### config.mk
export PLATFORM = sky130hd
export DESIGN_NAME = hsc_top
export DESIGN_NICKNAME = d
export VERILOG_FILES = /design/src/inc/hsc_pkg.sv /design/src/inc/hsc_div_if.sv /design/src/verilog/hsc_cpu_div.sv /design/src/verilog/hsc_top.sv
export VERILOG_INCLUDE_DIRS = /design/src /design/src/inc
export SDC_FILE = /design/constraint.sdc
export NUM_CORES = 1
export LEC_CHECK = 0
export BUFFER_PORTS_ARGS = -buffer_cell sky130_fd_sc_hd__buf_2
export CORE_MARGIN = 1.5
export CORE_UTILIZATION = 53
export CTS_BUF_LIST = sky130_fd_sc_hd__clkbuf_4
export CTS_CLUSTER_DIAMETER = 80
export DETAILED_ROUTE_END_ITERATION = 10
export HOLD_SLACK_MARGIN = 0.05
export PLACE_DENSITY = 0.85
export SYNTH_ARGS = -nofsm -noshare
export SYNTH_HDL_FRONTEND = slang
export SYNTH_HIERARCHICAL = 1
export SYNTH_SLANG_ARGS = --single-unit
### constraint.sdc
create_clock -name clk_i -period 3 [get_ports clk_i]
set_input_delay 0.3 -clock clk_i [delete_from_list [all_inputs] [get_ports clk_i]]
set_output_delay 0.3 -clock clk_i [all_outputs]
set_load 0.005 [all_outputs]
### src/inc/hsc_params.svh
// register map, field positions, reset values and timing counts
`ifndef HSC_PARAMS_SVH
`define HSC_PARAMS_SVH

`define HSC_ADR_OSC_CTRL 8'h00
`define HSC_ADR_MAIN_OSC 8'h04
`define HSC_ADR_MAIN_MODE 8'h08
`define HSC_ADR_PROC_CLK 8'h0c
`define HSC_ADR_STAB_STAT 8'h10
`define HSC_ADR_STAB_SEL 8'h14

`define HSC_BIT_GAIN 0
`define HSC_BIT_PIN_FUNC 6
`define HSC_BIT_EXT_IN 7
`define HSC_BIT_HS_STOP 7
`define HSC_BIT_MAIN_SEL 0
`define HSC_BIT_MAIN_FLAG 1
`define HSC_BIT_SRC_SEL 2
`define HSC_BIT_CPU_SRC 4
`define HSC_BIT_SUB_FLAG 5

`define HSC_RST_HS_STOP 1'b1
`define HSC_RST_DIV 3'h1
`define HSC_RST_STAB_SEL 3'h5

`define HSC_CLK_PERIOD_NS 50
`define HSC_PAUSE_MIN_NS 4060
`define HSC_PAUSE_CYC \
  ((`HSC_PAUSE_MIN_NS + `HSC_CLK_PERIOD_NS - 1) / `HSC_CLK_PERIOD_NS)
`define HSC_PAUSE_EXT_EDGES 160
`define HSC_STAB_BASE_LOG2 8

`endif

### src/inc/hsc_pkg.sv
// types shared by the high-speed clock control block
package hsc_pkg;
  typedef enum logic [1:0] {
    HSC_RUN = 2'b00,
    HSC_PAUSE_XTAL = 2'b01,
    HSC_PAUSE_EXT = 2'b10,
    HSC_WAKE = 2'b11
  } hsc_state_t;
  typedef logic [2:0] hsc_div_code_t;
endpackage

### src/inc/hsc_div_if.sv
// link between the clock control core and the cpu clock divider
`timescale 1ns/10ps
interface hsc_div_if;
  logic tick;
  hsc_pkg::hsc_div_code_t code;
  logic cpu_tick;
  hsc_pkg::hsc_div_code_t applied;
  modport ctl (output tick, output code, input cpu_tick, input applied);
  modport div (input tick, input code, output cpu_tick, output applied);
endinterface

### src/verilog/hsc_cpu_div.sv
// cpu clock divider: power-of-two enable divider with safe code change
`timescale 1ns/10ps
`include "hsc_params.svh"
module hsc_cpu_div #(
  parameter int MAX_CODE = 4
) (
  input wire logic clk_i,
  input wire logic rst_n_i,
  hsc_div_if.div div
);
  if (MAX_CODE < 1 || MAX_CODE > 7)
  begin : g_bad
    $error("hsc_cpu_div: MAX_CODE out of range");
  end

  logic [MAX_CODE-1:0] cnt_q;
  logic [MAX_CODE-1:0] mask;
  hsc_pkg::hsc_div_code_t code_q;
  logic wrap;

  assign mask = MAX_CODE'((32'h1 << code_q) - 32'h1);
  assign wrap = div.tick && (cnt_q == mask);
  assign div.cpu_tick = wrap;
  assign div.applied = code_q;

  always_ff @(posedge clk_i or negedge rst_n_i)
  begin
    if (!rst_n_i)
      cnt_q <= '0;
    else if (div.tick)
      cnt_q <= wrap ? '0 : cnt_q + 1'b1;
  end

  // the new ratio only takes over at a period end, so no short pulse
  always_ff @(posedge clk_i or negedge rst_n_i)
  begin
    if (!rst_n_i)
      code_q <= `HSC_RST_DIV;
    else if (wrap && (32'(div.code) <= MAX_CODE))
      code_q <= div.code;
  end

  property p_div_legal;
    @(posedge clk_i) disable iff (!rst_n_i)
    (32'(code_q) <= MAX_CODE);
  endproperty
  a_div_legal: assert property (p_div_legal)
    else $error("divider holds a prohibited code");

  property p_div_one;
    @(posedge clk_i) disable iff (!rst_n_i)
    (div.tick && code_q == 3'h0) |-> div.cpu_tick;
  endproperty
  a_div_one: assert property (p_div_one)
    else $error("divide by one missed a tick");

  property p_div_two;
    @(posedge clk_i) disable iff (!rst_n_i)
    (div.cpu_tick && code_q == 3'h1 && div.code == 3'h1)
      |=> !div.cpu_tick;
  endproperty
  a_div_two: assert property (p_div_two)
    else $error("divide by two ticked twice in a row");
endmodule

### src/verilog/hsc_top.sv
// high-speed system clock control: pins, oscillator, source and divider
`timescale 1ns/10ps
`include "hsc_params.svh"
module hsc_top (
  input wire logic clk_i,
  input wire logic rst_n_i,
  input wire logic wb_cyc_i,
  input wire logic wb_stb_i,
  input wire logic wb_we_i,
  input wire logic [7:0] wb_adr_i,
  input wire logic [3:0] wb_sel_i,
  input wire logic [31:0] wb_dat_i,
  output logic [31:0] wb_dat_o,
  output logic wb_ack_o,
  input wire logic osc_clk_i,
  input wire logic ext_clk_pin_i,
  input wire logic subsys_tick_i,
  input wire logic stop_insn_i,
  input wire logic wake_i,
  output logic osc_run_o,
  output logic osc_gain_o,
  output logic ext_input_en_o,
  output logic crystal_in_pin_port_o,
  output logic crystal_out_pin_port_o,
  output logic crystal_out_pin_ext_o,
  output logic main_clk_en_o,
  output logic periph_clk_en_o,
  output logic cpu_clk_en_o,
  output logic standby_o
);
  localparam logic [8:0] PAUSE_LAST = 9'(`HSC_PAUSE_CYC - 1);
  localparam logic [8:0] EXT_LAST = 9'(`HSC_PAUSE_EXT_EDGES - 1);

  // ----------------------------------------------------------------
  // reset and pin synchronisers
  // ----------------------------------------------------------------
  logic rst_meta_q, rst_n;
  logic osc_meta_q, osc_sync_q, ext_meta_q, ext_sync_q;
  logic hs_prev_q, hs_level, hs_edge, hs_tick, hs_on;

  always_ff @(posedge clk_i or negedge rst_n_i)
  begin
    if (!rst_n_i)
    begin
      rst_meta_q <= 1'b0;
      rst_n <= 1'b0;
    end
    else
    begin
      rst_meta_q <= 1'b1;
      rst_n <= rst_meta_q;
    end
  end

  // clock pins are sampled, so only inputs below half clk_i are seen
  always_ff @(posedge clk_i or negedge rst_n)
  begin
    if (!rst_n)
    begin
      osc_meta_q <= 1'b0;
      osc_sync_q <= 1'b0;
      ext_meta_q <= 1'b0;
      ext_sync_q <= 1'b0;
      hs_prev_q <= 1'b0;
    end
    else
    begin
      osc_meta_q <= osc_clk_i;
      osc_sync_q <= osc_meta_q;
      ext_meta_q <= ext_clk_pin_i;
      ext_sync_q <= ext_meta_q;
      hs_prev_q <= hs_level;
    end
  end

  // ----------------------------------------------------------------
  // control registers
  // ----------------------------------------------------------------
  logic gain_q, gain_locked_q, ext_sel_q, pin_sel_q, stop_q;
  logic src_sel_q, main_sel_q, main_hs_q, periph_hs_q;
  logic css_q, css_app_q, standby_q;
  hsc_pkg::hsc_div_code_t div_req_q;
  logic [2:0] stab_sel_q;
  logic [15:0] stab_cnt_q;
  hsc_pkg::hsc_state_t state_q, state_d;
  logic [8:0] pause_cnt_q;
  logic xtal_mode, ext_mode, wr, ack_q, gain_set, boundary, main_tick;
  logic [31:0] rd_d;
  hsc_div_if dif ();

  assign xtal_mode = pin_sel_q && !ext_sel_q;
  assign ext_mode = pin_sel_q && ext_sel_q;
  assign hs_level = ext_sel_q ? ext_sync_q : osc_sync_q;
  assign hs_edge = hs_level && !hs_prev_q;
  assign hs_on = (xtal_mode || ext_mode) && !stop_q && !standby_q;
  assign hs_tick = hs_edge && hs_on;
  assign wr = wb_cyc_i && wb_stb_i && wb_we_i && ack_q && wb_sel_i[0];
  assign gain_set = wr && (wb_adr_i == `HSC_ADR_OSC_CTRL) &&
                    !gain_locked_q && !gain_q &&
                    wb_dat_i[`HSC_BIT_GAIN];

  always_ff @(posedge clk_i or negedge rst_n)
  begin
    if (!rst_n)
    begin
      gain_q <= 1'b0;
      gain_locked_q <= 1'b0;
    end
    else if (wr && wb_adr_i == `HSC_ADR_OSC_CTRL && !gain_locked_q &&
             wb_dat_i[`HSC_BIT_GAIN] != gain_q)
    begin
      gain_q <= wb_dat_i[`HSC_BIT_GAIN];
      gain_locked_q <= 1'b1;
    end
  end

  // pin mode bits are trusted to stay put while the clock runs
  always_ff @(posedge clk_i or negedge rst_n)
  begin
    if (!rst_n)
    begin
      ext_sel_q <= 1'b0;
      pin_sel_q <= 1'b0;
      stop_q <= `HSC_RST_HS_STOP;
      src_sel_q <= 1'b0;
      main_sel_q <= 1'b0;
      css_q <= 1'b0;
      div_req_q <= `HSC_RST_DIV;
      stab_sel_q <= `HSC_RST_STAB_SEL;
    end
    else if (wr)
    begin
      case (wb_adr_i)
        `HSC_ADR_OSC_CTRL:
        begin
          ext_sel_q <= wb_dat_i[`HSC_BIT_EXT_IN];
          pin_sel_q <= wb_dat_i[`HSC_BIT_PIN_FUNC];
        end
        `HSC_ADR_MAIN_OSC: stop_q <= wb_dat_i[`HSC_BIT_HS_STOP];
        `HSC_ADR_MAIN_MODE:
        begin
          src_sel_q <= wb_dat_i[`HSC_BIT_SRC_SEL];
          main_sel_q <= wb_dat_i[`HSC_BIT_MAIN_SEL];
        end
        `HSC_ADR_PROC_CLK:
        begin
          div_req_q <= wb_dat_i[2:0];
          css_q <= wb_dat_i[`HSC_BIT_CPU_SRC];
        end
        `HSC_ADR_STAB_SEL: stab_sel_q <= wb_dat_i[2:0];
        default: ;
      endcase
    end
  end

  // ----------------------------------------------------------------
  // wishbone slave: one wait state, unmapped reads give zero
  // ----------------------------------------------------------------
  always_comb
  begin
    rd_d = 32'h0;
    case (wb_adr_i)
      `HSC_ADR_OSC_CTRL:
      begin
        rd_d[`HSC_BIT_GAIN] = gain_q;
        rd_d[`HSC_BIT_PIN_FUNC] = pin_sel_q;
        rd_d[`HSC_BIT_EXT_IN] = ext_sel_q;
      end
      `HSC_ADR_MAIN_OSC: rd_d[`HSC_BIT_HS_STOP] = stop_q;
      `HSC_ADR_MAIN_MODE:
      begin
        rd_d[`HSC_BIT_MAIN_SEL] = main_sel_q;
        rd_d[`HSC_BIT_MAIN_FLAG] = main_hs_q;
        rd_d[`HSC_BIT_SRC_SEL] = src_sel_q;
      end
      `HSC_ADR_PROC_CLK:
      begin
        rd_d[2:0] = div_req_q;
        rd_d[`HSC_BIT_CPU_SRC] = css_q;
        rd_d[`HSC_BIT_SUB_FLAG] = css_app_q;
      end
      `HSC_ADR_STAB_STAT: rd_d[15:0] = stab_cnt_q;
      `HSC_ADR_STAB_SEL: rd_d[2:0] = stab_sel_q;
      default: rd_d = 32'h0;
    endcase
  end

  always_ff @(posedge clk_i or negedge rst_n)
  begin
    if (!rst_n)
    begin
      ack_q <= 1'b0;
      wb_dat_o <= 32'h0;
    end
    else
    begin
      ack_q <= wb_cyc_i && wb_stb_i && !ack_q;
      if (wb_cyc_i && wb_stb_i && !ack_q && !wb_we_i)
        wb_dat_o <= rd_d;
    end
  end
  assign wb_ack_o = ack_q;

  // ----------------------------------------------------------------
  // stabilization counter and standby
  // ----------------------------------------------------------------
  always_ff @(posedge clk_i or negedge rst_n)
  begin
    if (!rst_n)
      stab_cnt_q <= 16'h0;
    else if (!hs_on)
      stab_cnt_q <= 16'h0;
    else if (hs_tick && stab_cnt_q != 16'hffff)
      stab_cnt_q <= stab_cnt_q + 16'h1;
  end

  always_ff @(posedge clk_i or negedge rst_n)
  begin
    if (!rst_n)
      standby_q <= 1'b0;
    else if (stop_insn_i)
      standby_q <= 1'b1;
    else if (wake_i)
      standby_q <= 1'b0;
  end

  // ----------------------------------------------------------------
  // cpu pause sequencer
  // ----------------------------------------------------------------
  always_comb
  begin
    state_d = state_q;
    case (state_q)
      hsc_pkg::HSC_RUN:
        if (gain_set)
          state_d = ext_mode ? hsc_pkg::HSC_PAUSE_EXT
                             : hsc_pkg::HSC_PAUSE_XTAL;
        else if (standby_q && wake_i && !stop_insn_i && main_hs_q &&
                 xtal_mode && !css_app_q)
          state_d = hsc_pkg::HSC_WAKE;
      hsc_pkg::HSC_PAUSE_XTAL:
        if (pause_cnt_q == PAUSE_LAST)
          state_d = hsc_pkg::HSC_RUN;
      hsc_pkg::HSC_PAUSE_EXT:
        if (hs_edge && pause_cnt_q == EXT_LAST)
          state_d = hsc_pkg::HSC_RUN;
      hsc_pkg::HSC_WAKE:
        if (stab_cnt_q[`HSC_STAB_BASE_LOG2 + 32'(stab_sel_q)])
          state_d = hsc_pkg::HSC_RUN;
      default: state_d = hsc_pkg::HSC_RUN;
    endcase
  end

  always_ff @(posedge clk_i or negedge rst_n)
  begin
    if (!rst_n)
    begin
      state_q <= hsc_pkg::HSC_RUN;
      pause_cnt_q <= 9'h0;
    end
    else
    begin
      state_q <= state_d;
      if (state_q == hsc_pkg::HSC_RUN)
        pause_cnt_q <= 9'h0;
      else if (state_q == hsc_pkg::HSC_PAUSE_XTAL ||
               (state_q == hsc_pkg::HSC_PAUSE_EXT && hs_edge))
        pause_cnt_q <= pause_cnt_q + 9'h1;
    end
  end

  // ----------------------------------------------------------------
  // source switching and clock enables
  // ----------------------------------------------------------------
  // internal oscillator is clk_i itself, so it ticks every cycle
  assign main_tick = main_hs_q ? hs_tick : 1'b1;
  assign dif.tick = main_tick && !standby_q;
  assign dif.code = div_req_q;
  // switches wait for the end of a cpu period of the running source
  assign boundary = css_app_q ? subsys_tick_i : dif.cpu_tick;

  always_ff @(posedge clk_i or negedge rst_n)
  begin
    if (!rst_n)
    begin
      main_hs_q <= 1'b0;
      periph_hs_q <= 1'b0;
      css_app_q <= 1'b0;
    end
    else if (boundary)
    begin
      main_hs_q <= src_sel_q && main_sel_q;
      periph_hs_q <= src_sel_q;
      css_app_q <= css_q;
    end
  end

  hsc_cpu_div #(
    .MAX_CODE(4)
  ) u_div (
    .clk_i(clk_i),
    .rst_n_i(rst_n),
    .div(dif.div)
  );

  assign main_clk_en_o = dif.tick;
  assign periph_clk_en_o = (periph_hs_q ? hs_tick : 1'b1) && !standby_q;
  assign cpu_clk_en_o = (state_q == hsc_pkg::HSC_RUN) && !standby_q &&
                        (css_app_q ? subsys_tick_i : dif.cpu_tick);

  always_ff @(posedge clk_i or negedge rst_n)
  begin
    if (!rst_n)
    begin
      osc_run_o <= 1'b0;
      ext_input_en_o <= 1'b0;
      crystal_in_pin_port_o <= 1'b1;
      crystal_out_pin_port_o <= 1'b1;
      crystal_out_pin_ext_o <= 1'b0;
    end
    else
    begin
      osc_run_o <= xtal_mode && !stop_q && !standby_q;
      ext_input_en_o <= ext_mode && !stop_q && !standby_q;
      crystal_in_pin_port_o <= !xtal_mode;
      crystal_out_pin_port_o <= !pin_sel_q;
      crystal_out_pin_ext_o <= ext_mode;
    end
  end
  assign osc_gain_o = gain_q;
  assign standby_o = standby_q;

  // ----------------------------------------------------------------
  // checks
  // ----------------------------------------------------------------
  property p_gain_lock;
    @(posedge clk_i) disable iff (!rst_n)
    gain_locked_q |=> $stable(gain_q) && gain_locked_q;
  endproperty
  a_gain_lock: assert property (p_gain_lock)
    else $error("gain bit changed after lock");

  property p_gain_high;
    @(posedge clk_i) disable iff (!rst_n)
    osc_gain_o |-> gain_locked_q;
  endproperty
  a_gain_high: assert property (p_gain_high)
    else $error("high gain range without a write");

  property p_pause_xtal;
    @(posedge clk_i) disable iff (!rst_n)
    (state_q == hsc_pkg::HSC_RUN && state_d == hsc_pkg::HSC_PAUSE_XTAL)
      |=> (!cpu_clk_en_o [*8]) ##[74:74] (state_q == hsc_pkg::HSC_PAUSE_XTAL)
      ##1 (state_q == hsc_pkg::HSC_RUN);
  endproperty
  a_pause_xtal: assert property (p_pause_xtal)
    else $error("crystal gain pause length wrong");

  property p_pause_ext;
    @(posedge clk_i) disable iff (!rst_n)
    $fell(state_q == hsc_pkg::HSC_PAUSE_EXT)
      |-> $past(pause_cnt_q) == EXT_LAST && $past(hs_edge);
  endproperty
  a_pause_ext: assert property (p_pause_ext)
    else $error("external gain pause not 160 edges");

  property p_no_cpu_paused;
    @(posedge clk_i) disable iff (!rst_n)
    (state_q != hsc_pkg::HSC_RUN || standby_q) |-> !cpu_clk_en_o;
  endproperty
  a_no_cpu_paused: assert property (p_no_cpu_paused)
    else $error("cpu clocked while halted");

  property p_pins;
    @(posedge clk_i) disable iff (!rst_n)
    pin_sel_q ##1 $stable(ext_sel_q) && $stable(pin_sel_q)
      |-> (crystal_in_pin_port_o == ext_sel_q) &&
          !crystal_out_pin_port_o &&
          (crystal_out_pin_ext_o == ext_sel_q);
  endproperty
  a_pins: assert property (p_pins)
    else $error("clock pin mode does not follow selects");

  property p_osc_off;
    @(posedge clk_i) disable iff (!rst_n)
    (stop_q || standby_q) |=> !osc_run_o && !ext_input_en_o;
  endproperty
  a_osc_off: assert property (p_osc_off)
    else $error("oscillator left running when stopped");

  property p_osc_on;
    @(posedge clk_i) disable iff (!rst_n)
    (!stop_q && !standby_q && pin_sel_q)
      |=> (osc_run_o != ext_input_en_o);
  endproperty
  a_osc_on: assert property (p_osc_on)
    else $error("oscillator or input not started");

  property p_internal_runs;
    @(posedge clk_i) disable iff (!rst_n)
    (!main_hs_q && !standby_q) |-> main_clk_en_o;
  endproperty
  a_internal_runs: assert property (p_internal_runs)
    else $error("internal main clock missing");

  property p_periph;
    @(posedge clk_i) disable iff (!rst_n)
    main_hs_q |-> periph_hs_q;
  endproperty
  a_periph: assert property (p_periph)
    else $error("peripheral clock not high-speed");

  property p_flag_switch;
    @(posedge clk_i) disable iff (!rst_n)
    ($changed(main_hs_q) || $changed(css_app_q)) |-> $past(boundary);
  endproperty
  a_flag_switch: assert property (p_flag_switch)
    else $error("source flag moved off a period boundary");
endmodule

Yosys cells after proc, flatten, opt, wreduce, memory -nomap -nowiden
Index checks and enable logic that the tools add are counted.
{"block": "op_classes", "eq_ne": 18, "add_sub_neg": 5, "n_mux": 27, "order_cmp": 2, "n_shift": 1, "n_reduce_logical": 60}
{"cell": "$logic_and 1x1->1", "count": 36}
{"cell": "$mux 16", "count": 2}
{"cell": "$mux 9", "count": 2}
{"cell": "$add 16x1->16 const B", "count": 1}
{"cell": "$eq 8x4->1 const B", "count": 2}
{"cell": "$eq 8x5->1 const B", "count": 2}
{"cell": "$ne 16x16->1 const B", "count": 1}
{"cell": "$pmux 2 s4", "count": 2}
{"cell": "$logic_not 1->1", "count": 12}
{"cell": "$mux 2", "count": 6}
{"cell": "$reduce_and 2->1", "count": 5}
{"cell": "$add 9x1->9 const B", "count": 1}
{"cell": "$eq 9x7->1 const B", "count": 1}
{"cell": "$eq 9x8->1 const B", "count": 1}
{"cell": "$eq 8x3->1 const B", "count": 1}
{"cell": "$logic_not 8->1", "count": 1}
{"cell": "$mux 1", "count": 8}
{"cell": "$mux 8", "count": 1}
{"cell": "$ne 2x2->1 const B", "count": 3}
{"cell": "$add 4x3->5 const A", "count": 1}
{"cell": "$lt 5x5->1 const B", "count": 1}
{"cell": "$pmux 1 s5", "count": 1}
{"cell": "$add 4x1->4 const B", "count": 1}
{"cell": "$bmux 1 s4", "count": 1}
{"cell": "other kinds (17)", "count": 20}
{"block": "totals", "output_inout_bits": 43, "ff_bits": 81, "in_bits": 54, "wordCells": 146}

Logic depth before layout (Yosys ltp)
Gate-level depths: netlist (run 1).
{"block": "depth", "ltp_word": 11, "ltp_mapped": 11, "depth_no_buf": 9}

Cells and area by module
Netlist (run 1), hierarchy kept.
{"module": "hsc_top", "instances": 1, "cells_per_inst": 351, "area_each_um2": 3727.3, "seq_area_each_um2": 1859.3}
{"module": "hsc_cpu_div", "instances": 1, "cells_per_inst": 44, "area_each_um2": 437.9, "seq_area_each_um2": 176.4}

Worst setup path after synthesis (run 1)
OpenSTA, ideal clock, no wires.
{"block": "synth_path", "kind": "register to output", "startpoint": "register standby_q (netlist: standby_o)", "endpoint": "output cpu_clk_en_o", "path_stages_with_launch": 9, "arrival_time_ps": 2640, "setup_slack_ps": 60, "required_time_ps": 2700, "path_buffers": 1, "cell_sequence": "dfrtp_1 nor4b_1 nand2_1 clkbuf_1 o21ai_0 nand3_1 a211oi_2 mux2i_1 nor3_1"}
{"block": "synth_via", "elab_chain_cells": 8, "word_cells_on_any_way": 9, "classes_between": "mux (2); reduce/logical (7)"}
{"element": "start, declared", "line": "hsc_top.sv:81", "text": "logic css_q, css_app_q, standby_q;"}
{"element": "start signal, assigned", "line": "hsc_top.sv:220", "text": "standby_q <= 1'b0;"}
{"element": "start signal, assigned", "line": "hsc_top.sv:222", "text": "standby_q <= 1'b1;"}
{"element": "start signal, assigned", "line": "hsc_top.sv:224", "text": "standby_q <= 1'b0;"}
{"element": "$logic_not 1->1 *", "line": "hsc_top.sv:95, hsc_top.sv:277"}
{"element": "$logic_and 1x1->1", "line": "hsc_top.sv:95", "text": "assign hs_on = (xtal_mode || ext_mode) && !stop_q && !standby_q;"}
{"element": "$logic_and 1x1->1", "line": "hsc_top.sv:96", "text": "assign hs_tick = hs_edge && hs_on;"}
{"element": "$mux 1", "line": "hsc_top.sv:276", "text": "assign main_tick = main_hs_q ? hs_tick : 1'b1;"}
{"element": "$logic_and 1x1->1 *", "line": "hsc_top.sv:277", "text": "assign dif.tick = main_tick && !standby_q;"}
{"element": "via main_clk_en_o", "line": "hsc_top.sv:26", "text": "output logic main_clk_en_o,"}
{"element": "$logic_and 1x1->1 *", "line": "hsc_cpu_div.sv:22", "text": "assign wrap = div.tick && (cnt_q == mask);"}
{"element": "via dif.cpu_tick", "line": "hsc_div_if.sv:6", "text": "logic cpu_tick;"}
{"element": "$mux 1 *", "line": "hsc_top.sv:309", "text": "(css_app_q ? subsys_tick_i : dif.cpu_tick);"}
{"element": "$logic_and 1x1->1 *", "line": "hsc_top.sv:308", "text": "assign cpu_clk_en_o = (state_q == hsc_pkg::HSC_RUN) && !standby_q &&"}
{"element": "end, declared", "line": "hsc_top.sv:28", "text": "output logic cpu_clk_en_o,"}
The timed path passes the listed nets; every way through them passes the cells marked *.

Worst setup path after layout (run 1)
{"block": "layout_path", "startpoint": "register u_div.code_q[1] (netlist: u_div/div.applied[1])", "endpoint": "output cpu_clk_en_o"}
{"block": "layout_via", "elab_chain_cells": 6}
{"element": "start, declared", "line": "hsc_cpu_div.sv:18", "text": "hsc_pkg::hsc_div_code_t code_q;"}
{"element": "start signal, assigned", "line": "hsc_cpu_div.sv:38", "text": "code_q <= `HSC_RST_DIV;"}
{"element": "start signal, assigned", "line": "hsc_cpu_div.sv:40", "text": "code_q <= div.code;"}
{"element": "$shl 1x3->4", "line": "hsc_cpu_div.sv:21", "text": "assign mask = MAX_CODE'((32'h1 << code_q) - 32'h1);"}
{"element": "$sub 4x1->4", "line": "hsc_cpu_div.sv:21"}
{"element": "$eq 4x4->1", "line": "hsc_cpu_div.sv:22"}
{"element": "$logic_and 1x1->1", "line": "hsc_cpu_div.sv:22"}
{"element": "via dif.cpu_tick", "line": "hsc_div_if.sv:6"}
{"element": "$mux 1", "line": "hsc_top.sv:309"}
{"element": "$logic_and 1x1->1", "line": "hsc_top.sv:308"}
The timed path passes the listed nets, and every way through them passes these cells.

==> metrics.txt, run 1 <==
status completed; Antenna diodes 0; Seq cells post-synth 81; core area between 7000 and 8000 µm²; Synth Warn # 6; CTS Buffer Depth 2; fmax about 340 MHz; initial antenna violation count 0; die height a little over 90 µm; met1 usage between 30% and 40%; synth cell count leaders 74 x dfrtp_1, 30 x nand2_1, 20 x mux2_2; Final GP Congestion roughly 0.89; Setup crit end cpu_clk_en_o; Synth top area share between 40% and 50%; Clock Pin Slew Worst Setup and Hold Paths 0.13 ns; total grt overflow 0; die width ~90 µm; Synth area leaders dfrtp_1 44%, mux2_2 5.4%, dfstp_2 4.4%; R2R cell count 7; Cells after Synth just under 400; row cnt 32; largest net degree at the start of global routing 80; RR Endpoint periph_hs_q; Routed WL 9.67 mm; Final WS setup approximately 0.077 ns; post-layout util 63.1%; Root Driver clkbuf_4; DR iter-0 viols roughly 230; Hold WS roughly 0.10 ns; Pleak ~2.1 nW; WS Path Type reg -> out; Layout Nets roughly 520; most frequent cell after synthesis dfrtp_1; register area share after synthesis 48.9%; first-pass GRT wire length roughly 16 mm; Hold WC Path Type in -> reg; Netlist cell types a little over 60; vias in the first global route 3230; area grow syn2layout 15.8%; grt met3 use 5.64%; Vias/cell 6.02; CTS sink cnt 81; dominant cell type by area after synthesis dfrtp_1; Final Critical Period 2.92 ns; cts bufs inserted 9; ys flop type dfrtp_1; I/O pins 97; fillers ~630; Worst Max-Slew Pin Slew around 1.0 ns; worst rel slew slack 33.6%; r2r setup slk between 0.6 and 0.7 ns; die area 8400 µm²; drt first pass iters 4; maximum vdd ir drop approximately 0.20 mV; crit path launch type flip-flop; WP data required ~2.7 ns; Slew Limit Fails 0; maximum single-stage delay on the critical path 0.45 ns; met2 Usage GRT 38.4%; layout cell share with drive strength beyond 1 approximately 29%; HPWL after detailed placement between 6 and 7 mm; total track usage between 20% and 30%; Remaining DRCs 0; crit end category primary output; CTS H-Tree Depth 3; PwrDens around 500 nW/µm²; FF-to-FF Start u_div/div.applied[1]; port bufs about 50; Final ANT Viol Nets 0; Place WS roughly 0.09 ns; Crit Path Max Fanout 5; final hold vios 0; EDFF count, synth 0; Mean Syn Cell Area around 11 µm²; worst skew pair latency roughly 0.45 ns; Initial Util approximately 54%; post-DR wirelength/cell 17.0 µm; TritonCTS clock tree built; Synth async-reset ratio 100%; Worst Path Arrival roughly 2.6 ns; Top Usage Layer GRT met2; worst-path cell chain or3_4 -> ha_4 -> xor2_2 -> nand3_2 -> a211oi_4 -> mux2i_4 -> nor3_2 -> buf_2; final period utilization 97.4%; Synth Cell Area 4170 µm²; Max Clock Skew 0.0188 ns; vias roughly 3400; slowest CP cell dfrtp_1; Final setup viols 0; max_cap viols 0; Worst Setup SP u_div/div.applied[1]
-- sequential cells by signal, summed over array words and instances (netlist names), 2 cells and up --
register and cells:
u_div/cnt_q 4, stab_sel_q 3, u_div/div.applied 3, dif.code 3, pause_cnt_q 9, state_q 2
stab_cnt_q 16, wb_dat_o 16
-- cells in the final DEF (no fill, tap or decap), types with 3 or more instances in the layout --
cell,count
dfrtp_1,73
buf_2,51
nand2_1,30
mux2_2,20
buf_4,18
conb_1,17
a21oi_1,16
nor2_1,15
inv_1,14
o21ai_0,14
nand3_1,13
o31ai_1,12
clkbuf_4,12
nand4_1,11
mux2i_1,10
a22o_1,10
nor3_1,9
or4_1,8
dfstp_2,7
or3_1,6
nor4_1,6
and4_1,6
nand2b_1,5
and3_1,5
a22oi_1,5
dlygate4sd3_1,5
ha_1,4
and2_1,3
or4b_2,3
a31o_2,3
-- cell families after synthesis --
kind of cell / synth area share (%)
muxes: 8.83
buffers and inverters: 5.80
and+or+nand+nor: 18.4
adders and majority gates: 1.50
AOI/OAI and AO/OA: 15.1
xor gates and xnor gates: 1.26
other: 0.180
DFF: 48.9
-- layout make-up --
type                            instances  area (µm²)  area share [%]
Timing Repair Buffer                   74         440            9.13
Sequential cell                        81        2040            42.3
Clock inverter                          4        46.3           0.960
Clock buffer                           12        90.1            1.87
Multi-Input combinational cell        283        2030            42.0
Inverter                               14        52.6            1.09
Tap cell                              102         128            2.65
-- worst min path at each step --
stage	end	depth (start not counted)	startpoint
after floorplan	rst_meta_q	0	rst_n_i
after global placement	rst_meta_q	1	rst_n_i
after detailed placement	rst_meta_q	1	rst_n_i
after CTS	pin_sel_q	2	wb_dat_i[6]
after global routing	pin_sel_q	2	wb_dat_i[6]
final	pin_sel_q	2	wb_dat_i[6]
-- worst max-delay path, delay by kind of cell (launching register included) --
kind,cells,cell delay [ns]
and+or+nand+nor,3,0.71
DFF,1,0.45
AOI/OAI and AO/OA,1,0.32
adders and majority gates,1,0.28
xor gates and xnor gates,1,0.17
muxes,1,0.13
buffers and inverters,1,0.13
-- report_power, final --
part	total [mW]	switching, mW	internal, mW
clock	0.644	0.365	0.279
combinational	0.499	0.263	0.236
sequential	1.25	0.0969	1.15
-- routing by layer --
metal  routed length, µm  part of all wire (%)  vias to the layer above
met5                   0                     0                        -
met4                 180                   1.9                        0
met1                4090                    42                     1694
met2                4780                    49                      132
li1                    -                     -                     1590
met3                 610                   6.3                       14
-- per-stage QoR --
stage	setup TNS [ns]	area (µm²)	std cells	power [mW]
floorplan	0	4220	410	1.52
CTS	0	4750	565	2.32
detailed placement	0	4510	542	1.60
global route	-0.0284	4820	570	2.50
finish	0	4820	570	2.39
global placement	0	4510	542	1.58
-- what timing repair did --
| action | 4_1_cts | 5_1_grt |
|---|---|---|
| hold buffers | 5 | 0 |
| pin swaps | 1 | 2 |
| resized for setup | 7 | 5 |
| setup buffers | 2 | 5 |
| setup endpoints to repair | 1 | 1 |
| hold endpoints to repair | 6 | 0 |
No activity file was read; power rests on OpenSTA's default activity.
==> run 2, diff against run 1 <==
- BUFFER_PORTS_ARGS: -buffer_cell sky130_fd_sc_hd__buf_2 -> unset
- DONT_BUFFER_PORTS: unset -> 1
- PLACE_DENSITY: 0.85 -> 0.74
- clock period: 3 -> 3.5 ns (I/O delays scaled with it)
==> metrics.txt, run 2 (synthesis gave the netlist of run 1 again) <==
die height 91.7 µm; maximum vdd ir drop ~0.15 mV; drt first pass iters 4; initial antenna violation count 0; row cnt 32; total track usage about 22%; sw power around 0.54 mW; Final Critical Period 3.11 ns; Antenna diodes 0; RSZ-0062 raised after global routing no; final period utilization about nine tenths; Routed WL around 8.9 mm; status completed; Worst Path Arrival 2.76 ns; most common cell after layout, fill and taps aside dfrtp_1; largest registers stab_cnt_q (16), wb_dat_o (16), pause_cnt_q (9); Crit Path Max Fanout 5; die area roughly 8400 µm²; Slew Limit Fails 0; core area 7650 µm²; crit path launch type flip-flop; placed cell count between 400 and 500; port bufs 0; layout cell share with drive strength beyond 1 approximately 16%; combinational fraction of design power between 10 and 15%; Final GP Congestion ~0.83; fmax 321 MHz; clock share of power about 29%; first-pass GRT wire length 14.7 mm; die width approximately 92 µm; Place WS 0.744 ns; Layout Nets between 400 and 500; Remaining DRCs 0; vias between 3000 and 4000; DR iter-0 viols 190; Initial Util 54.5%; fillers 683; crit end category primary output; cts bufs inserted 9; Vias/cell between 6 and 7; Pleak 1.87 nW; total grt overflow 0; post-layout util between 50% and 60%; max_cap viols 0; Clock Pin Slew Worst Setup and Hold Paths 0.11 ns; part of the power in registers a little under three fifths; Final WS setup between 0.3 and 0.4 ns; area grow syn2layout 6.97%; HPWL after detailed placement 6.27 mm; Root Driver clkbuf_4; final hold vios 0; Max Clock Skew roughly 0.015 ns; Switching Share between 20% and 30%; TritonCTS clock tree built; final setup TNS 0 ns; CTS sink cnt between 80 and 90; Worst Max-Slew Pin Slew roughly 0.99 ns; Hold WC Path Type in -> reg; worst skew pair latency between 0.4 and 0.5 ns; Final setup viols 0; WP data required around 3.2 ns; Internal around 1.3 mW; largest net degree at the start of global routing 80; I/O pins 97; CTS H-Tree Depth 3; WS Path Type reg -> out; worst rel slew slack between 30% and 40%; post-DR wirelength/cell approximately 17 µm; PwrDens 421 nW/µm²; most frequent cells in the layout 73 x dfrtp_1, 30 x nand2_1, 20 x mux2_2, 17 x a21oi_1, 17 x conb_1; Finished Layout Cells 512; Final ANT Viol Nets 0; vias in the first global route 2918; CTS Buffer Depth 2
## run 2: final timing paths
path,slack (ns),cells past startpoint,startpoint,end
setup / recovery,0.39,7,u_div/div.applied[1],cpu_clk_en_o
hold / removal,0.07,1,wb_dat_i[7],stop_q
setup reg to reg,0.83,7,u_div/div.applied[1],periph_hs_q
hold reg to reg,0.34,0,osc_meta_q,osc_sync_q
max in group asynchronous,2.37,0,rst_n,wb_dat_o[2]
min in group asynchronous,0.13,1,rst_n_i,rst_n
## run 2: timing repair
action                                  in CTS  in global routing
hold buffers                                 9                  0
gates resized for setup                      0                  1
hold endpoints to repair                    12                  0
setup buffers                                0                  0
endpoints found under the setup margin       0                  1
## run 2: cell type report
cell class              instances  area [µm²]  area share, %
multi-input cells             283        1960           43.9
repair buffers                 17         150           3.37
clock buffers                  11        82.6           1.85
well taps                     102         128           2.86
flip-flops and latches         81        2040           45.8
inverters                      14        52.6           1.18
clock inverters                 4        46.3           1.04
## run 2: metrics by stage
| step | instance area (µm²) | hold WS [ns] | total power [mW] |
|---|---|---|---|
| floorplan | 4220 | 0.0544 | 1.30 |
| global placement | 4230 | 0.0544 | 1.33 |
| detailed placement | 4230 | 0.0545 | 1.35 |
| CTS | 4450 | 0.0532 | 1.90 |
| global route | 4460 | 0.0541 | 1.98 |
| finish | 4460 | 0.0679 | 1.88 |
## run 2: metal layers
layer	up-vias	part of all wire, %	global-route usage, %
li1	1488	-	-
met2	79	48	34.9
met4	0	2.4	10.5
met3	17	5.3	4.73
met5	-	0	0
met1	1507	45	30.3
## run 2: worst max-delay path, cell delays in order (launching register included)
cell	delay (ns)
dfrtp_1	0.44
or3_1	0.39
ha_1	0.22
xnor2_1	0.26
mux2i_1	0.45
a211oi_2	0.14
mux2i_1	0.31
nor3_1	0.14
## run 2: power by group through the flow
stage | clock [mW] | combinational, mW | sequential, mW
2_1_floorplan | 0 | 0.242 | 1.06
3_3_place_gp | 0 | 0.259 | 1.08
3_5_place_dp | 0 | 0.270 | 1.08
4_1_cts | 0.555 | 0.281 | 1.06
5_1_grt | 0.591 | 0.313 | 1.07
6_report | 0.537 | 0.279 | 1.06
